## src/sirqm_defines.vh

```
// register map, field positions and reset values of the serial irq mask block
`ifndef SIRQM_DEFINES_VH
`define SIRQM_DEFINES_VH

// ----------------------------------------------------------------
// register byte addresses
// ----------------------------------------------------------------
`define SIRQM_ADDR_STATUS       32'hFFF9C040
`define SIRQM_ADDR_ENABLE       32'hFFF9C044
`define SIRQM_ADDR_DISABLE      32'hFFF9C048
`define SIRQM_ADDR_MASK         32'hFFF9C04C

// ----------------------------------------------------------------
// source and enable bit positions
// ----------------------------------------------------------------
`define SIRQM_BIT_TX_HOLD_FREE  0
`define SIRQM_BIT_TX_ALL_DONE   1
`define SIRQM_BIT_TX_CNT_DONE   2
`define SIRQM_BIT_TX_BUF_EXH    3
`define SIRQM_BIT_RX_WORD_AVL   4
`define SIRQM_BIT_RX_OVERRUN    5
`define SIRQM_BIT_RX_CNT_DONE   6
`define SIRQM_BIT_RX_BUF_EXH    7
`define SIRQM_BIT_CMP_ZERO      8
`define SIRQM_BIT_CMP_ONE       9
`define SIRQM_BIT_TX_SYNC       10
`define SIRQM_BIT_RX_SYNC       11
`define SIRQM_BIT_TX_ENABLED    16
`define SIRQM_BIT_RX_ENABLED    17

// ----------------------------------------------------------------
// widths and reset values
// ----------------------------------------------------------------
`define SIRQM_SRC_W             12
`define SIRQM_STICKY_W          5
`define SIRQM_MASK_RESET        12'h000
`define SIRQM_STICKY_RESET      5'h00
`define SIRQM_DATA_RESET        32'h00000000

`endif

```

## src/sirqm_sticky.v

```verilog
// sticky event flags: set by hardware, cleared by software, set wins
`timescale 1ns/1ps

module sirqm_sticky #(
    parameter WIDTH = 5
) (
    input  wire             mclk,
    input  wire             rst_n,
    input  wire [WIDTH-1:0] set_in,
    input  wire [WIDTH-1:0] clr_in,
    output wire [WIDTH-1:0] flag_out
);

// ----------------------------------------------------------------
// flag storage
// ----------------------------------------------------------------
reg  [WIDTH-1:0] flag_ff;
reg  [WIDTH-1:0] nxt_flag;

always @* begin
    // a set in the clear cycle is kept
    nxt_flag = (flag_ff & ~clr_in) | set_in;
end

always @(posedge mclk) begin
    if (!rst_n) begin
        flag_ff <= {WIDTH{1'b0}};
    end else begin
        flag_ff <= nxt_flag;
    end
end

assign flag_out = flag_ff;

endmodule // sirqm_sticky

```

## src/sirqm_top.v

```verilog
// interrupt mask logic of the serial controller with its apb slave
//
// Our own choice: the APB slave port.
`timescale 1ns/1ps
`include "sirqm_defines.vh"

module sirqm_top (
    input  wire        mclk,
    input  wire        rst_n,
    input  wire [31:0] paddr,
    input  wire        psel,
    input  wire        penable,
    input  wire        pwrite,
    input  wire [31:0] pwdata,
    input  wire [3:0]  pstrb,
    output wire [31:0] prdata,
    output wire        pready,
    output wire        pslverr,
    input  wire        tx_holding_free,
    input  wire        tx_all_done,
    input  wire        tx_count_done,
    input  wire        tx_buffers_exhausted,
    input  wire        rx_word_available,
    input  wire        rx_overrun,
    input  wire        rx_count_done,
    input  wire        rx_buffers_exhausted,
    input  wire        compare_zero_hit,
    input  wire        compare_one_hit,
    input  wire        tx_frame_sync_seen,
    input  wire        rx_frame_sync_seen,
    input  wire        tx_enabled,
    input  wire        rx_enabled,
    output wire        irq
);

// ----------------------------------------------------------------
// local constants
// ----------------------------------------------------------------
localparam SRC_W    = `SIRQM_SRC_W;
localparam STICKY_W = `SIRQM_STICKY_W;

// sticky vector slots
localparam SLOT_OVR = 0;
localparam SLOT_CP0 = 1;
localparam SLOT_CP1 = 2;
localparam SLOT_TXS = 3;
localparam SLOT_RXS = 4;

// ----------------------------------------------------------------
// registers and nets
// ----------------------------------------------------------------
reg  [SRC_W-1:0]    mask_ff;
reg  [SRC_W-1:0]    nxt_mask;
reg  [31:0]         prdata_ff;
reg  [31:0]         nxt_prdata;
reg                 pready_ff;
reg                 nxt_pready;
reg                 pslverr_ff;
reg                 nxt_pslverr;
reg                 irq_ff;
reg                 nxt_irq;
reg                 rd_status_ff;
reg                 nxt_rd_status;

wire                setup_phase;
wire                access_done;
wire                wr_done;
wire                rd_done;
wire                hit_status;
wire                hit_enable;
wire                hit_disable;
wire                hit_mask;
wire                hit_any;
wire [31:0]         lane_mask;
wire [31:0]         wdata_eff;
wire [SRC_W-1:0]    wr_bits;
wire [STICKY_W-1:0] sticky_set;
wire [STICKY_W-1:0] sticky_clr;
wire [STICKY_W-1:0] sticky_rd_clr;
wire [STICKY_W-1:0] sticky_w1c;
wire [STICKY_W-1:0] sticky_flags;
wire [STICKY_W-1:0] sticky_seen;
reg  [SRC_W-1:0]    live_flags;
reg  [31:0]         status_word;

// ----------------------------------------------------------------
// apb phase decode
// ----------------------------------------------------------------
assign setup_phase = psel & ~penable;
assign access_done = psel & penable & pready_ff;
assign wr_done     = access_done & pwrite;
assign rd_done     = access_done & ~pwrite;

// ----------------------------------------------------------------
// address decode
// ----------------------------------------------------------------
assign hit_status  = (paddr == `SIRQM_ADDR_STATUS);
assign hit_enable  = (paddr == `SIRQM_ADDR_ENABLE);
assign hit_disable = (paddr == `SIRQM_ADDR_DISABLE);
assign hit_mask    = (paddr == `SIRQM_ADDR_MASK);
assign hit_any     = hit_status | hit_enable | hit_disable | hit_mask;

// ----------------------------------------------------------------
// byte lane gating of write data
// ----------------------------------------------------------------
assign lane_mask = {{8{pstrb[3]}}, {8{pstrb[2]}},
                    {8{pstrb[1]}}, {8{pstrb[0]}}};
assign wdata_eff = pwdata & lane_mask;
assign wr_bits   = wdata_eff[SRC_W-1:0];

// ----------------------------------------------------------------
// event sources into sticky slots
// ----------------------------------------------------------------
assign sticky_set[SLOT_OVR] = rx_overrun;
assign sticky_set[SLOT_CP0] = compare_zero_hit;
assign sticky_set[SLOT_CP1] = compare_one_hit;
assign sticky_set[SLOT_TXS] = tx_frame_sync_seen;
assign sticky_set[SLOT_RXS] = rx_frame_sync_seen;

// ----------------------------------------------------------------
// sticky clear: status read or write of ones
// ----------------------------------------------------------------
// only flags that the read actually returned are dropped
assign sticky_seen[SLOT_OVR] = prdata_ff[`SIRQM_BIT_RX_OVERRUN];
assign sticky_seen[SLOT_CP0] = prdata_ff[`SIRQM_BIT_CMP_ZERO];
assign sticky_seen[SLOT_CP1] = prdata_ff[`SIRQM_BIT_CMP_ONE];
assign sticky_seen[SLOT_TXS] = prdata_ff[`SIRQM_BIT_TX_SYNC];
assign sticky_seen[SLOT_RXS] = prdata_ff[`SIRQM_BIT_RX_SYNC];

assign sticky_rd_clr = (rd_done & rd_status_ff) ?
                       sticky_seen : {STICKY_W{1'b0}};

assign sticky_w1c[SLOT_OVR] = wr_bits[`SIRQM_BIT_RX_OVERRUN];
assign sticky_w1c[SLOT_CP0] = wr_bits[`SIRQM_BIT_CMP_ZERO];
assign sticky_w1c[SLOT_CP1] = wr_bits[`SIRQM_BIT_CMP_ONE];
assign sticky_w1c[SLOT_TXS] = wr_bits[`SIRQM_BIT_TX_SYNC];
assign sticky_w1c[SLOT_RXS] = wr_bits[`SIRQM_BIT_RX_SYNC];

assign sticky_clr = sticky_rd_clr |
                    ((wr_done & hit_status) ?
                     sticky_w1c : {STICKY_W{1'b0}});

sirqm_sticky #(
    .WIDTH    (STICKY_W)
) u_sticky (
    .mclk     (mclk),
    .rst_n    (rst_n),
    .set_in   (sticky_set),
    .clr_in   (sticky_clr),
    .flag_out (sticky_flags)
);

// ----------------------------------------------------------------
// status flag vector
// ----------------------------------------------------------------
always @* begin
    live_flags = {SRC_W{1'b0}};
    live_flags[`SIRQM_BIT_TX_HOLD_FREE] = tx_holding_free;
    live_flags[`SIRQM_BIT_TX_ALL_DONE]  = tx_all_done;
    live_flags[`SIRQM_BIT_TX_CNT_DONE]  = tx_count_done;
    live_flags[`SIRQM_BIT_TX_BUF_EXH]   = tx_buffers_exhausted;
    live_flags[`SIRQM_BIT_RX_WORD_AVL]  = rx_word_available;
    live_flags[`SIRQM_BIT_RX_OVERRUN]   = sticky_flags[SLOT_OVR];
    live_flags[`SIRQM_BIT_RX_CNT_DONE]  = rx_count_done;
    live_flags[`SIRQM_BIT_RX_BUF_EXH]   = rx_buffers_exhausted;
    live_flags[`SIRQM_BIT_CMP_ZERO]     = sticky_flags[SLOT_CP0];
    live_flags[`SIRQM_BIT_CMP_ONE]      = sticky_flags[SLOT_CP1];
    live_flags[`SIRQM_BIT_TX_SYNC]      = sticky_flags[SLOT_TXS];
    live_flags[`SIRQM_BIT_RX_SYNC]      = sticky_flags[SLOT_RXS];
end

always @* begin
    status_word = `SIRQM_DATA_RESET;
    status_word[SRC_W-1:0] = live_flags;
    status_word[`SIRQM_BIT_TX_ENABLED] = tx_enabled;
    status_word[`SIRQM_BIT_RX_ENABLED] = rx_enabled;
end

// ----------------------------------------------------------------
// mask register update
// ----------------------------------------------------------------
always @* begin
    nxt_mask = mask_ff;
    if (wr_done && hit_enable) begin
        nxt_mask = mask_ff | wr_bits;
    end else if (wr_done && hit_disable) begin
        nxt_mask = mask_ff & ~wr_bits;
    end
end

always @(posedge mclk) begin
    if (!rst_n) begin
        mask_ff <= `SIRQM_MASK_RESET;
    end else begin
        mask_ff <= nxt_mask;
    end
end

// ----------------------------------------------------------------
// apb answer: one access cycle, data set up in setup cycle
// ----------------------------------------------------------------
always @* begin
    nxt_pready    = 1'b0;
    nxt_pslverr   = 1'b0;
    nxt_prdata    = `SIRQM_DATA_RESET;
    nxt_rd_status = 1'b0;
    if (setup_phase) begin
        nxt_pready  = 1'b1;
        nxt_pslverr = ~hit_any;
        if (!pwrite) begin
            nxt_rd_status = hit_status;
            if (hit_status) begin
                nxt_prdata = status_word;
            end else if (hit_mask) begin
                nxt_prdata[SRC_W-1:0] = mask_ff;
            end
        end
    end else if (psel && penable && !pready_ff) begin
        // stray access phase without setup: error answer in the next cycle
        nxt_pready  = 1'b1;
        nxt_pslverr = 1'b1;
    end
end

always @(posedge mclk) begin
    if (!rst_n) begin
        pready_ff    <= 1'b0;
        pslverr_ff   <= 1'b0;
        prdata_ff    <= `SIRQM_DATA_RESET;
        rd_status_ff <= 1'b0;
    end else begin
        pready_ff    <= nxt_pready;
        pslverr_ff   <= nxt_pslverr;
        prdata_ff    <= nxt_prdata;
        rd_status_ff <= nxt_rd_status;
    end
end

// ----------------------------------------------------------------
// interrupt request
// ----------------------------------------------------------------
always @* begin
    nxt_irq = |(live_flags & mask_ff);
end

always @(posedge mclk) begin
    if (!rst_n) begin
        irq_ff <= 1'b0;
    end else begin
        irq_ff <= nxt_irq;
    end
end

// ----------------------------------------------------------------
// outputs
// ----------------------------------------------------------------
assign prdata  = prdata_ff;
assign pready  = pready_ff;
assign pslverr = pslverr_ff;
assign irq     = irq_ff;

endmodule // sirqm_top

```

## config.mk

```make
export PLATFORM = sky130hd
export DESIGN_NAME = sirqm_top
export DESIGN_NICKNAME = d
export VERILOG_FILES = /design/src/sirqm_sticky.v /design/src/sirqm_top.v
export VERILOG_INCLUDE_DIRS = /design/src
export SDC_FILE = /design/constraint.sdc
export NUM_CORES = 1
export LEC_CHECK = 0
export ABC_AREA = 1
export BUFFER_PORTS_ARGS = -buffer_cell sky130_fd_sc_hd__clkbuf_2
export CAP_MARGIN = 20
export CORE_MARGIN = 2
export CORE_UTILIZATION = 40
export CTS_BUF_LIST = sky130_fd_sc_hd__clkbuf_8
export CTS_CLUSTER_DIAMETER = 80
export CTS_CLUSTER_SIZE = 40
export DETAILED_ROUTE_END_ITERATION = 8
export PLACE_DENSITY = 0.77
export SLEW_MARGIN = 20
export SYNTH_ARGS = -nofsm -noshare
export SYNTH_HDL_FRONTEND = slang
export SYNTH_SLANG_ARGS = --single-unit
```

## constraint.sdc

```tcl
create_clock -name mclk -period 3 [get_ports mclk]
set_input_delay 0.6 -clock mclk [delete_from_list [all_inputs] [get_ports mclk]]
set_output_delay 0.6 -clock mclk [all_outputs]
set_load 0.03 [all_outputs]
```

Yosys cells after proc, flatten, opt, wreduce, memory -nomap -nowiden
Cells that the tools add are included.
- RAM bits: 0
- memories: 0
- output and inout port bits: 35
- word-level logic and storage cells: 55
- ROM bits: 0
- bits in latches: 0
- bits in registers: 53
- shift-type cells: 0
- add/sub/neg operators: 0
- multiplexer cells: 9
- divide/modulo/power cells: 0
- bitwise operators: 25
- $mul: 0
- reduce and logical (&&, ||, !) cells: 9
- eq/ne operators: 4
- magnitude comparators: 0
- operators with widths (cell ; count):
    equality test 32 bit, second input constant ; 4
    2-to-1 mux 12 bit ; 4
    AND 12 bit ; 3
    inverter 12 bit ; 1
    bitwise OR 12 bit ; 1
    OR reduction 12 bit ; 1
    2-to-1 mux 5 bit ; 2
    bitwise OR 5 bit ; 2
    AND 1 bit ; 7
    inverter 1 bit ; 6
    AND 5 bit ; 1
    inverter 5 bit ; 1
    logical AND 1 bit ; 4
    OR reduction 4 bit ; 1
    2-to-1 mux 1 bit ; 3
    bitwise OR 1 bit ; 3
    OR reduction 3 bit ; 1
    nonzero test 2 bit ; 1
    logical NOT 1 bit ; 1

Logic depth before layout (Yosys ltp)
- word-level depth: 9
- gate-level depth with buffers: 10
- depth with buffers taken out: 10

By module
Synthesis repeated with hierarchy kept, for this count alone.
- cells, all modules: 371
- area total of the unflattened synthesis: 2200.9 um^2
- modules (own cells, without submodules) (module ; times used ; area each (um^2) ; cells each ; seq. area each (um^2)):
    sirqm_top ; 1 ; 2015.7 ; 345 ; 600.6
    sirqm_sticky ; 1 ; 185.2 ; 26 ; 100.1

Least setup slack after synthesis
Ideal clock, no wire load.
- path kind: input -> register
- from: input port paddr[7]
- to: register prdata_ff[11] (netlist: prdata[11])
- buffers on the path: 1
- setup slack: 1.427 ns
- data arrival time: 1.457 ns
- stages on the path: 9
- data required time: 2.884 ns
- cell sequence: inv_2 > nand2_1 > nor2_2 > nand3_2 > nor2_4 > nor2_1 > nand3_1 > buf_6 > o21ai_1
- longest elaborated chain between the ends: 3
- ends and longest elaborated chain (element ; RTL line ; source):
    from (decl) ; sirqm_top.v:10 ; input wire [31:0] paddr,
    equality test 32 bit (no source line) ; n/a ;
    2-to-1 mux 12 bit ; sirqm_top.v:214 ; end else if (hit_mask) begin
    2-to-1 mux 12 bit (*) ; sirqm_top.v:212 ; if (hit_status) begin
    to (signal assigned) ; sirqm_top.v:229 ; prdata_ff <= `SIRQM_DATA_RESET;
    to (signal assigned) ; sirqm_top.v:234 ; prdata_ff <= nxt_prdata;
    to (decl) ; sirqm_top.v:54 ; reg [31:0] prdata_ff;
Mark *: on every way between the ends. The rest lies on a longest branch, timed or not.
A chain may end at the register's enable or synchronous reset.

Worst setup path after layout
- from: input port paddr[9]
- to: register prdata_ff[10] (netlist: prdata[10])
The elaborated chain is that of the path after synthesis.

==> results.py <==
metrics = {
    "route": {
        "vias": 2184,
        "drtIter0Drc": 93,
        "wirelength_um": 4810,
        "routed_via_density": 4.39,
        "routedWlPerCell_um": 9.68,
        "drc": 0,
        "drtPass1Iterations": 4,
        "postRouteAntennaNets": 0,
    },
    "floorplan": {
        "die_w_um": 77.6,
        "core.rowCount": 26,
        "design.core.area_um2": 5170,
        "pin_count": 122,
        "start_util_pct": 41.9,
        "dieArea_um2": 6030,
        "chipHeight_um": 77.6,
    },
    "power": {
        "pwr-share-seq_pct": 49.8,
        "switching_power_w": 0.000272,
        "internal_power_w": 0.000681,
        "vdd_drop_max_mv": 0.176,
        "p_clk_share_pct": 35.6,
        "pwr-share-comb_pct": 14.6,
        "p_sw_share_pct": 28.6,
        "power.density_nw_per_um2": 360,
        "power_leakage_nw": 1.44,
    },
    "critical_path": {
        "arrival_ns": 2.18,
        "r2r_setup_slack_ns": 1.55,
        "crit_fanout": 12,
        "criticalPathCategory": "in2reg",
        "crit_path_start_kind": "input port",
        "r2r_start": "pready",
        "cp-end-kind": "flip-flop",
        "crit_required_ns": 3.20,
        "reg2reg_depth": 7,
    },
    "logic_synthesis": {
        "synth_top_area_share_pct": 32.3,
        "ys_seq_elements": 35,
        "synthTopCellsByArea": "dfxtp_1, nand2_1, inv_1",
        "synth_top_area_cell": "dfxtp_1",
        "ys_seq_area_share_pct": 32.3,
        "syn_inst": 343,
        "ys_types": 25,
        "ys.flop_type": "dfxtp_1",
        "async_reset_ff_share_pct": 0,
        "syn_area_um2": 2170,
        "synth-edff-count": 0,
        "synth-warning-count": 0,
        "avgSynthCellArea_um2": 6.32,
    },
    "sta": {
        "fin_worst_hold_slack_ns": 0.479,
        "rsz0062_at_grt": "false",
        "fin_crit_ns": 1.98,
        "setup_viol": 0,
        "finalHoldViolCount": 0,
        "skew_ns": 0.00556,
        "drv_slew": 0,
        "max_freq_mhz": 505,
        "relSlewSlack_pct": 53.8,
        "fin_crit_sh_pct": 66.0,
        "finalSetupTns_ns": 0,
        "worstMarginPinSlew_ns": 0.692,
    },
    "grt": {
        "overflow": 0,
        "grt_first_pass_wirelength_um": 8280,
        "track_usage_pct": 16.6,
        "grt_max_degree": 16,
        "antenna_found_initial": 0,
        "grt_pass1_vias": 1934,
    },
    "clocking": {
        "cts_buffer_depth": 2,
        "cts_root_buf": "clkbuf_8",
        "clk_latency_ns": 0.29,
        "cts_buffers": 5,
        "cts_hold_buf": 0,
        "clock-sinks": 35,
        "cts_resized": 0,
        "cts_tree": "built",
        "h-tree-depth": 2,
        "clkTransAtPathRegs_ns": 0.08,
        "cts_setup_buffers": 0,
    },
    "finish": {
        "diodes": 0,
        "layout.nets": 513,
        "area_growth_pct": 22.2,
        "fill_cells": 554,
        "layout_commonest_cell": "nand2_1",
        "drive_above_1_share_pct": 27.6,
        "layout_common_cells": "nand2_1, clkbuf_2, inv_1",
    },
    "placement": {
        "gp_congestion": 0.785,
        "portBuffers": 81,
        "dp_hpwl_um": 3890,
    },
    "min_path": {
        "whs_path_depth": 2,
        "hp-start": "u_sticky.flag_out[2]",
        "hold_end": "prdata[9]",
        "hp-class": "reg2reg",
    },
    "status": {
        "status": "finished clean",
    },
    "flow_run": {
        "maxCapViolCount": 0,
    },
}
cells in the mapped netlist (3+ instances only):
cell type	n
a221oi_1	3
inv_2	5
nand4_1	9
o21ai_2	8
nor2_1	29
o21ai_1	4
o21ai_0	6
nand3_1	16
dfxtp_1	35
nand2_1	99
buf_4	18
nor2_2	5
nand2_2	3
inv_1	70
a21oi_1	18
worst max-delay path by stage:
stage,endpoint,depth (start not counted),start
after floorplan,prdata[11],9,paddr[7]
after global placement,prdata[0],8,paddr[8]
after detailed placement,prdata[10],8,paddr[8]
after CTS,prdata[10],8,paddr[8]
after global routing,prdata[10],8,paddr[9]
final,prdata[10],8,paddr[9]
per-layer routing:
layer | part of all wire (%) | vias to the layer above | track usage (%)
met5 | 0 | - | 0
met4 | 1.4 | 0 | 5.00
met3 | 6.7 | 7 | 3.60
met2 | 46 | 83 | 26.7
met1 | 46 | 922 | 22.2
li1 | - | 1172 | -
layout make-up:
class	count	area [um2]	share of cell area [%]
inverters	75	282	10.6
clock inverters	3	20.0	0.756
clock buffers	5	68.8	2.60
multi-input cells	228	1080	41.0
well taps	70	87.6	3.31
flip-flops and latches	35	701	26.5
repair buffers	81	405	15.3
power by group through the flow:
stage | clock network (W) | logic (W) | registers, W
2_1_floorplan | 0 | 0.0000953 | 0.000488
6_report | 0.000339 | 0.000139 | 0.000475
5_1_grt | 0.000373 | 0.000156 | 0.000476
3_3_place_gp | 0 | 0.000137 | 0.000485
3_5_place_dp | 0 | 0.000139 | 0.000486
4_1_cts | 0.000344 | 0.000140 | 0.000475
logic make-up after synthesis:
kind of cell           Yosys count  share of synthesized area (%)
AO/OA/AOI/OAI                   40                           11.2
buffers and inverters           97                           20.6
AND/OR/NAND/NOR                170                           35.7
other                            1                          0.173
flip-flops                      35                           32.3
critical path, stage by stage:
cell      delay, ns
clkbuf_2       0.08
inv_1          0.04
nand2_1        0.04
nor2_1         0.09
nand2_1        0.14
nor3_1         0.32
nand3_1        0.55
o21ai_1        0.31
metrics by stage:
step	total power [W]	cells	instance area [um2]	utilization (%)	worst slack, ns
after floorplan	0.000584	360	2230	-	1.43
after global placement	0.000622	489	2560	49.5	0.761
after detailed placement	0.000625	489	2560	49.5	0.735
after CTS	0.000959	497	2650	51.2	1.03
after global routing	0.00101	497	2650	51.2	0.883
final	0.000953	497	2650	51.2	1.02
Note: power is estimated with default switching activity, not from simulation.
